**config.mk**
```make
export PLATFORM = sky130hd
export DESIGN_NAME = tcg_regs
export DESIGN_NICKNAME = d
export VERILOG_FILES = /design/src/hw/tcg_pkg.sv /design/src/hw/tcg_regs.sv /design/src/hw/tcg_shadow_mem.sv
export VERILOG_INCLUDE_DIRS = /design/src /design/src/hw
export SDC_FILE = /design/constraint.sdc
export NUM_CORES = 2
export LEC_CHECK = 0
export BUFFER_PORTS_ARGS = -buffer_cell sky130_fd_sc_hd__buf_2
export CAP_MARGIN = 20
export CORE_MARGIN = 4
export CORE_UTILIZATION = 55
export DETAILED_ROUTE_END_ITERATION = 12
export GPL_TIMING_DRIVEN = 0
export PLACE_DENSITY = 0.74
export SLEW_MARGIN = 25
export SYNTH_ARGS = -nofsm -noshare
export SYNTH_HDL_FRONTEND = slang
export SYNTH_SLANG_ARGS = --single-unit
```
**constraint.sdc**
```tcl
create_clock -name clk -period 3.1 [get_ports clk]
set_input_delay 0.31 -clock clk [delete_from_list [all_inputs] [get_ports clk]]
set_output_delay 0.31 -clock clk [all_outputs]
set_load 0.01 [all_outputs]
```
**src/hw/tcg_defs.svh**
```systemverilog
// Constants of the touch controller host register bank: offsets, fields, keys.
// Definitions only; included by the register bank.
`ifndef TCG_DEFS_SVH
`define TCG_DEFS_SVH
`define TCG_A_COMP     8'h09
`define TCG_A_ONOFF    8'h0A
`define TCG_A_SEL      8'h0B
`define TCG_A_INT      8'h0C
`define TCG_A_GWCFG    8'h0D
`define TCG_A_GWBASE   8'h0E
`define TCG_A_KEYHI    8'hAC
`define TCG_A_KEYLO    8'hAD
`define TCG_A_SRST     8'hB1
`define TCG_COMP_BIT   2
`define TCG_MODE_ACT   2'h0
`define TCG_MODE_SLEEP 2'h2
`define TCG_MODE_RSVD  2'h3
`define TCG_GW_ON      2'h1
`define TCG_GW_SPAN    8'h08
`define TCG_BASE_MASK  8'h78
`define TCG_BURST_LAST 3'h7
`define TCG_SRST_ARM   8'hDE
`define TCG_SRST_GO    8'h00
`define TCG_KEY_HI     8'h62
`define TCG_KEY_LO     8'h9D
`define TCG_BURN_A     8'hA5
`define TCG_BURN_B     8'h5A
`endif

```
**src/hw/tcg_pkg.sv**
```systemverilog
// Types shared by the touch controller register bank.
// Assumes nothing beyond a SystemVerilog compiler.
`default_nettype none
package tcg_pkg;
  typedef enum logic [4:0] {
    TCG_IDLE = 5'h01,
    TCG_RXB  = 5'h02,
    TCG_ACK  = 5'h04,
    TCG_TXB  = 5'h08,
    TCG_TACK = 5'h10
  } tcg_state_t;
  typedef enum logic [1:0] {
    TCG_K_DEV = 2'h0,
    TCG_K_PTR = 2'h1,
    TCG_K_DAT = 2'h2
  } tcg_kind_t;
  typedef struct packed {
    logic [7:0] power_up_output_state;
    logic [7:0] out_mask;
    logic [7:0] lit_intensity_level;
    logic [7:0] unlit_intensity_level;
    logic       autolight;
  } tcg_light_t;
  typedef logic [7:0][7:0] tcg_levels_t;
endpackage
`default_nettype wire

```
**src/hw/tcg_regs.sv**
```systemverilog
// Host control registers of the touch controller behind an I2C slave port.
// Assumes pins come from pads (synchronised here), the rest from clk logic.
`include "tcg_defs.svh"
`default_nettype none
module tcg_regs #(
  parameter logic [6:0] SLAVE_ADDR = 7'h2B
) (
  // Clock, reset, enable
  input  wire logic                clk,
  input  wire logic                rst_n,
  input  wire logic                ce,
  // I2C pins, open drain
  input  wire logic                scl_i,
  input  wire logic                sda_i,
  output var  logic                sda_o,
  output var  logic                sda_oe,
  // Sensing core
  input  wire logic                comp_done,
  output var  logic                comp_start,
  output var  logic [1:0]          op_mode,
  // Lighting
  input  wire tcg_pkg::tcg_light_t light_cfg,
  output var  logic [7:0]          pin_lit,
  output var  tcg_pkg::tcg_levels_t pwm_level,
  // Parameter memory and chip events
  output var  logic                shadow_wr_done,
  output var  logic                burn_start,
  output var  logic                chip_reset
);
  import tcg_pkg::*;

  function automatic logic wr_at(input logic stb, input logic [7:0] p, input logic [7:0] a);
    wr_at = stb && (p == a);
  endfunction

  function automatic tcg_levels_t init_levels(input tcg_light_t c);
    tcg_levels_t v;
    v = '0;
    for (int i = 0; i < 8; i++) begin
      v[i] = c.power_up_output_state[i] ? c.lit_intensity_level : c.unlit_intensity_level;
    end
    init_levels = v;
  endfunction

  // Pin synchronisers; stage 0 feeds stage 1 only
  logic [1:0] scl_sy_r;
  logic [1:0] sda_sy_r;
  logic       scl_d_r;
  logic       sda_d_r;
  always_ff @(posedge clk or negedge rst_n) begin
    if (!rst_n) begin
      scl_sy_r <= 2'h3;
      sda_sy_r <= 2'h3;
      scl_d_r  <= 1'b1;
      sda_d_r  <= 1'b1;
    end else if (ce) begin
      scl_sy_r <= {scl_sy_r[0], scl_i};
      sda_sy_r <= {sda_sy_r[0], sda_i};
      scl_d_r  <= scl_sy_r[1];
      sda_d_r  <= sda_sy_r[1];
    end
  end

  wire logic scl_s     = scl_sy_r[1];
  wire logic sda_s     = sda_sy_r[1];
  wire logic start_det = scl_s & scl_d_r & sda_d_r & ~sda_s;
  wire logic stop_det  = scl_s & scl_d_r & ~sda_d_r & sda_s;
  wire logic scl_rise  = scl_s & ~scl_d_r;
  wire logic scl_fall  = ~scl_s & scl_d_r;

  tcg_state_t  st_r, st_nxt;
  tcg_kind_t   kind_r, kind_nxt;
  logic        rw_r, rw_nxt;
  logic        ph_r, ph_nxt;
  logic [2:0]  cnt_r, cnt_nxt;
  logic [7:0]  sh_r, sh_nxt;
  logic        oe_r, oe_nxt;
  logic        sda_o_r;
  logic [7:0]  ptr_r;
  logic [7:0]  rd_byte;

  // Register state
  logic        init_r;
  logic        comp_run_r;
  logic        comp_start_r;
  logic [1:0]  mode_r;
  logic [7:0]  onoff_r;
  logic [7:0]  pin_lit_r;
  logic [2:0]  sel_r;
  tcg_levels_t intens_r;
  logic [1:0]  gw_en_r;
  logic        gw_dir_r;
  logic [7:0]  base_r;
  logic [7:0]  key_hi_r;
  logic [7:0]  key_lo_r;
  logic [1:0]  burn_step_r, burn_step_nxt;
  logic        burn_start_r;
  logic        shadow_pend_r;
  logic        shadow_evt_r;
  logic [7:0]  srst_val_r;
  logic        srst_arm_r;
  logic        chip_reset_r;
  logic [7:0]  mem_rdata;

  wire logic [7:0] rx_byte = {sh_r[6:0], sda_s};
  wire logic rx_done = (st_r == TCG_RXB) && scl_rise && (cnt_r == 3'h7);
  wire logic dev_hit = (rx_byte[7:1] == SLAVE_ADDR);
  wire logic wr_stb  = rx_done && (kind_r == TCG_K_DAT);
  wire logic [7:0] wdata = rx_byte;
  wire logic tx_load = scl_fall && ph_r &&
                       (((st_r == TCG_ACK) && rw_r) || (st_r == TCG_TACK));

  // Byte-level I2C slave; START and STOP override any state
  always_comb begin
    st_nxt   = st_r;
    kind_nxt = kind_r;
    rw_nxt   = rw_r;
    ph_nxt   = ph_r;
    cnt_nxt  = cnt_r;
    sh_nxt   = sh_r;
    oe_nxt   = oe_r;
    case (st_r)
      TCG_IDLE: ;
      TCG_RXB: if (scl_rise) begin
        sh_nxt  = rx_byte;
        cnt_nxt = 3'(cnt_r + 3'h1);
        if (cnt_r == 3'h7) begin
          st_nxt = TCG_ACK;
          ph_nxt = 1'b0;
          if (kind_r == TCG_K_DEV) begin
            rw_nxt = rx_byte[0];
            if (!dev_hit) st_nxt = TCG_IDLE;
          end
        end
      end
      TCG_ACK: if (scl_fall) begin
        ph_nxt = 1'b1;
        oe_nxt = ~ph_r;
        if (ph_r) begin
          cnt_nxt = 3'h0;
          if (rw_r) begin
            st_nxt = TCG_TXB;
            sh_nxt = rd_byte;
            oe_nxt = ~rd_byte[7];
          end else begin
            st_nxt   = TCG_RXB;
            kind_nxt = (kind_r == TCG_K_DEV) ? TCG_K_PTR : TCG_K_DAT;
          end
        end
      end
      TCG_TXB: if (scl_fall) begin
        cnt_nxt = 3'(cnt_r + 3'h1);
        sh_nxt  = {sh_r[6:0], 1'b0};
        oe_nxt  = ~sh_r[6];
        if (cnt_r == 3'h7) begin
          st_nxt = TCG_TACK;
          ph_nxt = 1'b0;
          oe_nxt = 1'b0;
        end
      end
      TCG_TACK: if (scl_rise && !ph_r) begin
        ph_nxt = 1'b1;
        if (sda_s) st_nxt = TCG_IDLE;
      end else if (scl_fall && ph_r) begin
        st_nxt  = TCG_TXB;
        cnt_nxt = 3'h0;
        sh_nxt  = rd_byte;
        oe_nxt  = ~rd_byte[7];
      end
      default: st_nxt = TCG_IDLE;
    endcase
    if (start_det) begin
      st_nxt   = TCG_RXB;
      kind_nxt = TCG_K_DEV;
      cnt_nxt  = 3'h0;
      oe_nxt   = 1'b0;
    end else if (stop_det) begin
      st_nxt = TCG_IDLE;
      oe_nxt = 1'b0;
    end
  end

  always_ff @(posedge clk or negedge rst_n) begin
    if (!rst_n) begin
      st_r    <= TCG_IDLE;
      kind_r  <= TCG_K_DEV;
      rw_r    <= 1'b0;
      ph_r    <= 1'b0;
      cnt_r   <= 3'h0;
      sh_r    <= 8'h00;
      oe_r    <= 1'b0;
      sda_o_r <= 1'b0;
      ptr_r   <= 8'h00;
    end else if (ce) begin
      st_r    <= st_nxt;
      kind_r  <= kind_nxt;
      rw_r    <= rw_nxt;
      ph_r    <= ph_nxt;
      cnt_r   <= cnt_nxt;
      sh_r    <= sh_nxt;
      oe_r    <= oe_nxt;
      sda_o_r <= 1'b0;
      // Pointer advances after each data byte written, and as each byte to send is loaded
      if (rx_done && (kind_r == TCG_K_PTR)) ptr_r <= rx_byte;
      else if (wr_stb || tx_load) ptr_r <= 8'(ptr_r + 8'h01);
    end
  end

  // Address map: gateway window first, control registers otherwise
  wire logic gw_on  = (gw_en_r == `TCG_GW_ON);
  wire logic gw_hit = gw_on && (ptr_r < `TCG_GW_SPAN);
  wire logic wr_reg = wr_stb && !gw_hit;
  wire logic wr_comp  = wr_at(wr_reg, ptr_r, `TCG_A_COMP);
  wire logic wr_onoff = wr_at(wr_reg, ptr_r, `TCG_A_ONOFF);
  wire logic wr_sel   = wr_at(wr_reg, ptr_r, `TCG_A_SEL);
  wire logic wr_int   = wr_at(wr_reg, ptr_r, `TCG_A_INT);
  wire logic wr_cfg   = wr_at(wr_reg, ptr_r, `TCG_A_GWCFG);
  wire logic wr_base  = wr_at(wr_reg, ptr_r, `TCG_A_GWBASE);
  wire logic wr_khi   = wr_at(wr_reg, ptr_r, `TCG_A_KEYHI);
  wire logic wr_klo   = wr_at(wr_reg, ptr_r, `TCG_A_KEYLO);
  wire logic wr_srst  = wr_at(wr_reg, ptr_r, `TCG_A_SRST);
  wire logic mem_we   = wr_stb && gw_hit && !gw_dir_r;
  wire logic [6:0] mem_addr = {base_r[6:3], ptr_r[2:0]};

  // Reserved bits read as zero; the host may not rely on them anyway
  assign rd_byte =
    gw_hit                    ? mem_rdata :
    (ptr_r == `TCG_A_COMP)   ? {5'h00, comp_run_r, mode_r} :
    (ptr_r == `TCG_A_ONOFF)  ? onoff_r :
    (ptr_r == `TCG_A_SEL)    ? {5'h00, sel_r} :
    (ptr_r == `TCG_A_INT)    ? intens_r[sel_r] :
    (ptr_r == `TCG_A_GWCFG)  ? {2'h0, gw_en_r, gw_dir_r, 3'h0} :
    (ptr_r == `TCG_A_GWBASE) ? base_r :
    (ptr_r == `TCG_A_KEYHI)  ? key_hi_r :
    (ptr_r == `TCG_A_KEYLO)  ? key_lo_r :
    (ptr_r == `TCG_A_SRST)   ? srst_val_r : 8'h00;

  tcg_shadow_mem #(
    .AW(7),
    .DW(8)
  ) u_mem (
    .clk  (clk),
    .rst_n(rst_n),
    .ce   (ce),
    .we   (mem_we),
    .addr (mem_addr),
    .wdata(wdata),
    .rdata(mem_rdata)
  );

  wire logic comp_run_nxt = (wr_comp && wdata[`TCG_COMP_BIT]) || (comp_run_r && !comp_done);
  wire logic keys_ok = (key_hi_r == `TCG_KEY_HI) && (key_lo_r == `TCG_KEY_LO);
  wire logic burn_go = stop_det && (burn_step_r == 2'h2);
  wire logic shadow_set = mem_we && (ptr_r[2:0] == `TCG_BURST_LAST);
  wire logic shadow_any = shadow_set || shadow_pend_r;
  wire logic asleep = (mode_r == `TCG_MODE_SLEEP);

  always_comb begin
    burn_step_nxt = burn_step_r;
    if (burn_go) burn_step_nxt = 2'h0;
    else if (wr_base && keys_ok && (wdata == `TCG_BURN_A)) burn_step_nxt = 2'h1;
    else if (wr_base && (burn_step_r == 2'h1) && (wdata == `TCG_BURN_B)) burn_step_nxt = 2'h2;
    else if (wr_base) burn_step_nxt = 2'h0;
  end

  // Control, mode and lighting; stored defaults load on the first enabled cycle
  always_ff @(posedge clk or negedge rst_n) begin
    if (!rst_n) begin
      init_r       <= 1'b1;
      comp_run_r   <= 1'b0;
      comp_start_r <= 1'b0;
      mode_r       <= `TCG_MODE_ACT;
      onoff_r      <= 8'h00;
      pin_lit_r    <= 8'h00;
      sel_r        <= 3'h0;
      intens_r     <= '0;
    end else if (ce) begin
      init_r       <= 1'b0;
      comp_run_r   <= comp_run_nxt;
      comp_start_r <= wr_comp && wdata[`TCG_COMP_BIT];
      if (wr_comp && (wdata[1:0] != `TCG_MODE_RSVD)) mode_r <= wdata[1:0];
      if (init_r) onoff_r <= light_cfg.power_up_output_state;
      else if (wr_onoff) onoff_r <= wdata;
      if (!light_cfg.autolight) pin_lit_r <= onoff_r & light_cfg.out_mask;
      if (wr_sel) sel_r <= wdata[2:0];
      if (init_r) intens_r <= init_levels(light_cfg);
      else if (wr_int) intens_r[sel_r] <= wdata;
    end
  end

  // Gateway, burn unlock and software reset
  always_ff @(posedge clk or negedge rst_n) begin
    if (!rst_n) begin
      gw_en_r       <= 2'h0;
      gw_dir_r      <= 1'b0;
      base_r        <= 8'h00;
      key_hi_r      <= 8'h00;
      key_lo_r      <= 8'h00;
      burn_step_r   <= 2'h0;
      burn_start_r  <= 1'b0;
      shadow_pend_r <= 1'b0;
      shadow_evt_r  <= 1'b0;
      srst_val_r    <= 8'h00;
      srst_arm_r    <= 1'b0;
      chip_reset_r  <= 1'b0;
    end else if (ce) begin
      if (wr_cfg) gw_en_r <= wdata[5:4];
      if (wr_cfg) gw_dir_r <= wdata[3];
      if (wr_base) base_r <= wdata & `TCG_BASE_MASK;
      if (burn_go) key_hi_r <= 8'h00;
      else if (wr_khi) key_hi_r <= wdata;
      if (burn_go) key_lo_r <= 8'h00;
      else if (wr_klo) key_lo_r <= wdata;
      burn_step_r   <= burn_step_nxt;
      burn_start_r  <= burn_go;
      // Sleep defers the event until doze or active
      shadow_pend_r <= shadow_any && asleep;
      shadow_evt_r  <= shadow_any && !asleep;
      if (wr_srst) srst_val_r <= wdata;
      if (wr_srst) srst_arm_r <= (wdata == `TCG_SRST_ARM);
      chip_reset_r  <= wr_srst && srst_arm_r && (wdata == `TCG_SRST_GO);
    end
  end

  assign sda_o          = sda_o_r;
  assign sda_oe         = oe_r;
  assign comp_start     = comp_start_r;
  assign op_mode        = mode_r;
  assign pin_lit        = pin_lit_r;
  assign pwm_level      = intens_r;
  assign shadow_wr_done = shadow_evt_r;
  assign burn_start     = burn_start_r;
  assign chip_reset     = chip_reset_r;
endmodule
`default_nettype wire

```
**src/hw/tcg_shadow_mem.sv**
```systemverilog
// Shadow parameter memory: single port, registered read data.
// Assumes the caller holds the address one cycle before using rdata.
`default_nettype none
module tcg_shadow_mem #(
  parameter int AW = 7,
  parameter int DW = 8
) (
  // Clock
  input  wire logic          clk,
  input  wire logic          rst_n,
  input  wire logic          ce,
  // Access
  input  wire logic          we,
  input  wire logic [AW-1:0] addr,
  input  wire logic [DW-1:0] wdata,
  output var  logic [DW-1:0] rdata
);
  logic [DW-1:0] mem [0:(2**AW)-1];
  logic [DW-1:0] rdata_r;

  always_ff @(posedge clk) begin
    if (ce && we) begin
      mem[addr] <= wdata;
    end
  end

  always_ff @(posedge clk or negedge rst_n) begin
    if (!rst_n) begin
      rdata_r <= '0;
    end else if (ce) begin
      rdata_r <= mem[addr];
    end
  end

  assign rdata = rdata_r;
endmodule
`default_nettype wire

```
### Yosys cells after proc, flatten, opt, wreduce, memory -nomap -nowiden

Memory sizes are Yosys's and may differ from the RTL's. A register that Yosys moved wholly into a read port is not among the register bits.
Index checks and enable logic that the tools add are counted.

* register bits: 160
* memory bits (writable): 1024
* bits of input ports: 39
* output and inout port bits: 80
* word-level logic and storage cells: 288
* memories kept: 1

* add/subtract/negate cells: 2
* $lt $le $gt $ge: 3
* equality and inequality tests: 55
* mux-type cells: 92
* bitwise logic cells: 16
* reductions and logical operators: 80

Memory list
* u_mem.mem: depth 128, bits a word 8, read ports 1, clocked after Yosys merged registers in 1, write ports 1, RTL line tcg_shadow_mem.sv:18 `logic [DW-1:0] mem [0:(2**AW)-1];`

Operators with widths (count)
* two-way mux 8 bit: 28
* two-way mux 64 bit: 2
* bitwise mux 64 bit: 1
* two-way mux 5 bit: 11
* two-way mux 7 bit: 7
* == test 8 x 4 -> 1 bit, second input constant: 6
* == test 8 bit, second input constant: 6
* logical AND 1 bit: 37
* inequality test 4 bit, second input constant: 7
* case mux 7 bit (4 select lines): 1
* two-way mux 3 bit: 9
* case mux 5 bit (5 select lines): 1
* binary-select mux 8 bit (select 3 bit): 1
* demux 8 bit (select 3 bit): 1
* AND reduction 2 bit: 12
* inequality test 3 bit, second input constant: 7
* two-way mux 2 bit: 10
* inequality test 2 bit, second input constant: 9
* == test 8 x 7 -> 1 bit, second input constant: 2
* two-way mux 1 bit: 16
* nonzero test 2 bit: 8
* case mux 3 bit (4 select lines): 1
* AND reduction 6 bit: 2
* AND reduction 10 bit: 1
* 33 further kinds: 62

### Longest topological paths before layout

* word-level depth: 18
* mapped depth: 15
* depth with buffers taken out: 8

### Cells and area by module

A second synthesis with hierarchy kept.

* cell total of the unflattened synthesis: 3319
* area total of the unflattened synthesis: 50449.6 µm²

Modules (own cells, without submodules)
* tcg_shadow_mem: instances 1, cells each 2284, area an instance 40735.3 µm²
* tcg_regs: instances 1, cells each 1035, area an instance 9714.3 µm²

### Worst setup path after synthesis

Ideal clock, no wire load.

* path kind: register -> register
* start point: reg ptr_r[1]
* end point: reg srst_val_r[0]
* library setup time: 0.125 ns
* data arrival time: 3.249 ns
* data required time: 2.975 ns
* slack: -0.273 ns
* cell stages (with the launch flop): 14
* buffers on the path: 7
* period minus slack after synthesis: 3.373 ns
* path through: dfrtp_1 > buf_2 > buf_2 > buf_2 > clkinv_1 > clkbuf_1 > buf_1 > ha_1 > nor4bb_1 > and2_1 > clkbuf_1 > and2_1 > buf_2 > mux2_2

* cells in the longest elaborated chain, start to end: 6
* elaborated cells on any way between the ends: 7

RTL lines
* from (decl): RTL line tcg_regs.sv:79 `logic [7:0] ptr_r;`
* from (signal assigned): RTL line tcg_regs.sv:204 `if (rx_done && (kind_r == TCG_K_PTR)) ptr_r <= rx_byte;`
* from (signal assigned): RTL line tcg_regs.sv:205 `else if (wr_stb || tx_load) ptr_r <= 8'(ptr_r + 8'h01);`
* < comparator 8 x 4 -> 1 bit (no source line)
* logical AND 1 bit: RTL line tcg_regs.sv:211 `` wire logic gw_hit = gw_on && (ptr_r < `TCG_GW_SPAN); ``
* logical NOT 1 bit: RTL line tcg_regs.sv:212 `wire logic wr_reg = wr_stb && !gw_hit;`
* logical AND 1 bit: RTL line tcg_regs.sv:212
* logical AND 1 bit (*): RTL line tcg_regs.sv:33 `wr_at = stb && (p == a);`
* AND reduction 2 bit (no source line) (*)
* to (signal assigned): RTL line tcg_regs.sv:319 `if (wr_srst) srst_val_r <= wdata;`
* to (decl): RTL line tcg_regs.sv:100 `logic [7:0] srst_val_r;`

Mark *: on every way between the ends. The rest lies on a longest branch, timed or not.
A chain may end at the register's enable or synchronous reset.

==> results.cfg <==
[grt]
grt_pass1_wl_um = 278000
globalRouteOverflowTotal = 0
grt_usage = 0.426
grt_max_degree = 94
antenna_found_initial = 5
grt_pass1_vias = 34200

[power]
p_sw_frac = 0.250
power_frac_clock = 0.388
p_leak_nw = 20.1
p_sw_mw = 9.65
vdd_drop_max_mv = 0.535
power.share.sequential = 0.516
p_int_mw = 28.9
pwr-share-comb = 0.096
p_per_area_nw_per_um2 = 637
totalPowerFinal_mw = 38.6

[timing]
fmax_ghz = 0.304
period_minus_slack_ps = 3290
fin_skew_ps = 36.8
layout_setup_ws_ps = -193
hold_viol = 0
rsz0062_at_grt = true
tightest_slew_ps = 1260
slew_viol_final = 0
relSlewSlack = 0.160
setup_viol = 292
fin_hold_ws_ps = 37.6
period_share = 1.06

[floorplanning]
initial_utilization = 0.554
fp.coreArea_um2 = 90000
io-pin-count = 119
die_y_um = 309
die-area_um2 = 95600
rows = 110
die-width_um = 309

[worst_setup_path]
path_class = flop to flop
cpMostUsedCell = buf_6
crit_chain = buf_6 > buf_6 > nor2b_4 > clkbuf_4 > buf_4 > a22oi_1 > o22ai_1 > o21ai_0 > o221a_2 > a31oi_2
slowest_delay_ps = 420
required_ps = 3680
worstPathArrival_ps = 3870
ff2ff_setup_slack_ps = -190
cp_slowest_cell = dfrtp_2
start_kind = flop
crit_path_end_kind = flop
worstPathMaxFanout = 10

[yosys]
yosys_warnings = 0
ys_ff_latch = 1192
yosysUniqueCellTypes = 88
syn_inst = 3266
synthArstFlopShare = 0.141
syn_area_per_cell_um2 = 15.3
synth_edf_count = 1024
syn_nets = 3312
syn_area_um2 = 49900
synth-main-ff-cell = edfxtp_1
synth_seq_area_share = 0.701

[clock_network]
clkLatencyLatePin_ps = 750
cts_tree = built
cts_inserted_buffers = 117
htree_levels = 3
cts_root_buf = clkbuf_16
clk_path_buf_depth = 3
clk_pin_slew_ps = 70
clkSinkCount = 1192

[outcome]
violations = setup timing
status = complete, but fails checks

[cells_and_area]
finalNetCount = 3663
postLayoutCellArea_um2 = 60600
drive_above_1_share = 0.279
syn_to_final_growth_pct = 21.5

[routing]
ant_nets = 0
wl_per_cell_um = 42.0
vias = 36200
firstDrtPassIters = 9
finalWirelength_um = 205000
drt_iter0_drc = 7312
drc = 0
vias_per_cell = 7.40

[placed_design]
hpwl_um = 133000
gp_congestion = 1.11
place_ws_ps = -2500
io_buffers = 92
dpl_cell_area_um2 = 52500

[flow_run]
maxCapViolCount = 0

[hold_path]
hold_class = primary input to flop
==> placed cells by master, fill, tap and decap left out, types with 64 or more instances in the layout <==
master / synthesis / final
clkbuf_16: 0 / 125
buf_4: 1 / 83
a21oi_1: 80 / 74
edfxtp_1: 1024 / 1024
clkbuf_1: 139 / 70
o21ai_0: 101 / 79
mux2i_1: 273 / 260
o22ai_1: 99 / 96
a221oi_1: 87 / 82
mux4_2: 64 / 64
dfrtp_1: 160 / 151
mux2_2: 98 / 98
nor2_1: 241 / 102
nand2_1: 186 / 176
nor2_4: 0 / 87
buf_2: 62 / 111
==> synth_stat cells (62+ instances only) <==
cell,instances,share of area
a21oi_1,80,0.0080
mux2i_1,273,0.055
edfxtp_1,1024,0.62
dfrtp_1,160,0.080
o21ai_0,101,0.010
buf_2,62,0.0062
a221oi_1,87,0.015
o22ai_1,99,0.012
mux2_2,98,0.022
clkbuf_1,139,0.010
nand2_1,186,0.014
nor2_1,241,0.018
mux4_2,64,0.029
==> layout make-up <==
class / instances / area [um2]
Sequential cell: 1192 / 35000
Fill cell: 5956 / 29400
Multi-Input combinational cell: 1807 / 15500
Clock buffer: 139 / 3050
Timing Repair Buffer: 239 / 2490
Buffer: 242 / 2070
Tap cell: 1176 / 1470
Clock inverter: 70 / 888
Inverter: 18 / 83.8
Antenna cell: 4 / 10.0
==> path summary, 6_finish.rpt <==
kind,from,to,depth (start not counted)
max reg2reg,ptr_r[0],u_mem.rdata[4],10
min reg2reg,comp_run_r,comp_run_r,2
max in group asynchronous,rst_n,sh_r[2],3
max,ptr_r[0],u_mem.rdata[4],10
min,light_cfg[0],pin_lit[7],3
min in group asynchronous,rst_n,key_lo_r[1],2
==> power by group through the flow <==
stage	Clock (mW)	Combinational, mW	Sequential (mW)
global route	15.6	3.78	19.9
floorplan	0	0.743	20.8
CTS	14.8	3.50	19.9
finish	15.0	3.71	19.9
detailed placement	0	3.44	20.2
global placement	0	1.39	22.1
==> timing repair <==
| item | in CTS | in global routing |
|---|---|---|
| pin swaps | 75 | 15 |
| endpoints found under the hold margin | 86 | 0 |
| gates resized for setup | 631 | 116 |
| setup buffers | 99 | 11 |
| setup endpoints to repair | 1157 | 1089 |
| hold buffers | 12 | 0 |
==> through the flow <==
| step | cells | util | TNS [ps] |
|---|---|---|---|
| floorplan | 3266 | - | 0 |
| global placement | 4534 | 0.576 | -3691530 |
| detailed placement | 4559 | 0.584 | -1979180 |
| CTS | 4875 | 0.668 | -24.2 |
| global route | 4884 | 0.673 | -84.3 |
| finish | 4887 | 0.673 | -10060 |
==> cell families after synthesis <==
family	count (synthesis)	synth area share
flip-flops	1192	0.701
AO/OA/AOI/OAI	712	0.108
AND/OR/NAND/NOR	649	0.0608
multiplexers	435	0.106
buffers and inverters	267	0.0218
adder cells (fa/ha/maj)	7	0.00176
XOR/XNOR	3	0.000527
other	1	0.0000752
==> sequential cells by signal, indices dropped and copies added (netlist names), 2 cells and up <==
| name | flops |
|---|---|
| sh_r | 7 |
| key_hi_r | 8 |
| ptr_r | 8 |
| st_r | 5 |
| u_mem.mem | 1024 |
| pin_lit | 8 |
| u_mem.rdata | 8 |
| burn_step_r | 2 |
| base_r | 4 |
| sda_sy_r | 2 |
| sel_r | 3 |
| onoff_r | 8 |
| pwm_level | 64 |
| kind_r | 2 |
| scl_sy_r | 2 |
| op_mode | 2 |
| key_lo_r | 8 |
| gw_en_r | 2 |
| cnt_r | 3 |
| srst_val_r | 8 |
==> routing by layer <==
metal | GRT usage | part of all wire | up-vias
met4 | 0.299 | 0.096 | 6
met5 | 0.00544 | 0.00052 | -
li1 | - | - | 13700
met2 | 0.609 | 0.42 | 3613
met1 | 0.535 | 0.33 | 17800
met3 | 0.168 | 0.16 | 1046
==> critical path, delay by kind of cell, from the launching register on <==
family	cells	cell delay, ps
flops	1	420
simple gates	1	340
buf+inv	4	1320
compound gates	5	1010
No activity file was read; power rests on OpenSTA's default activity.
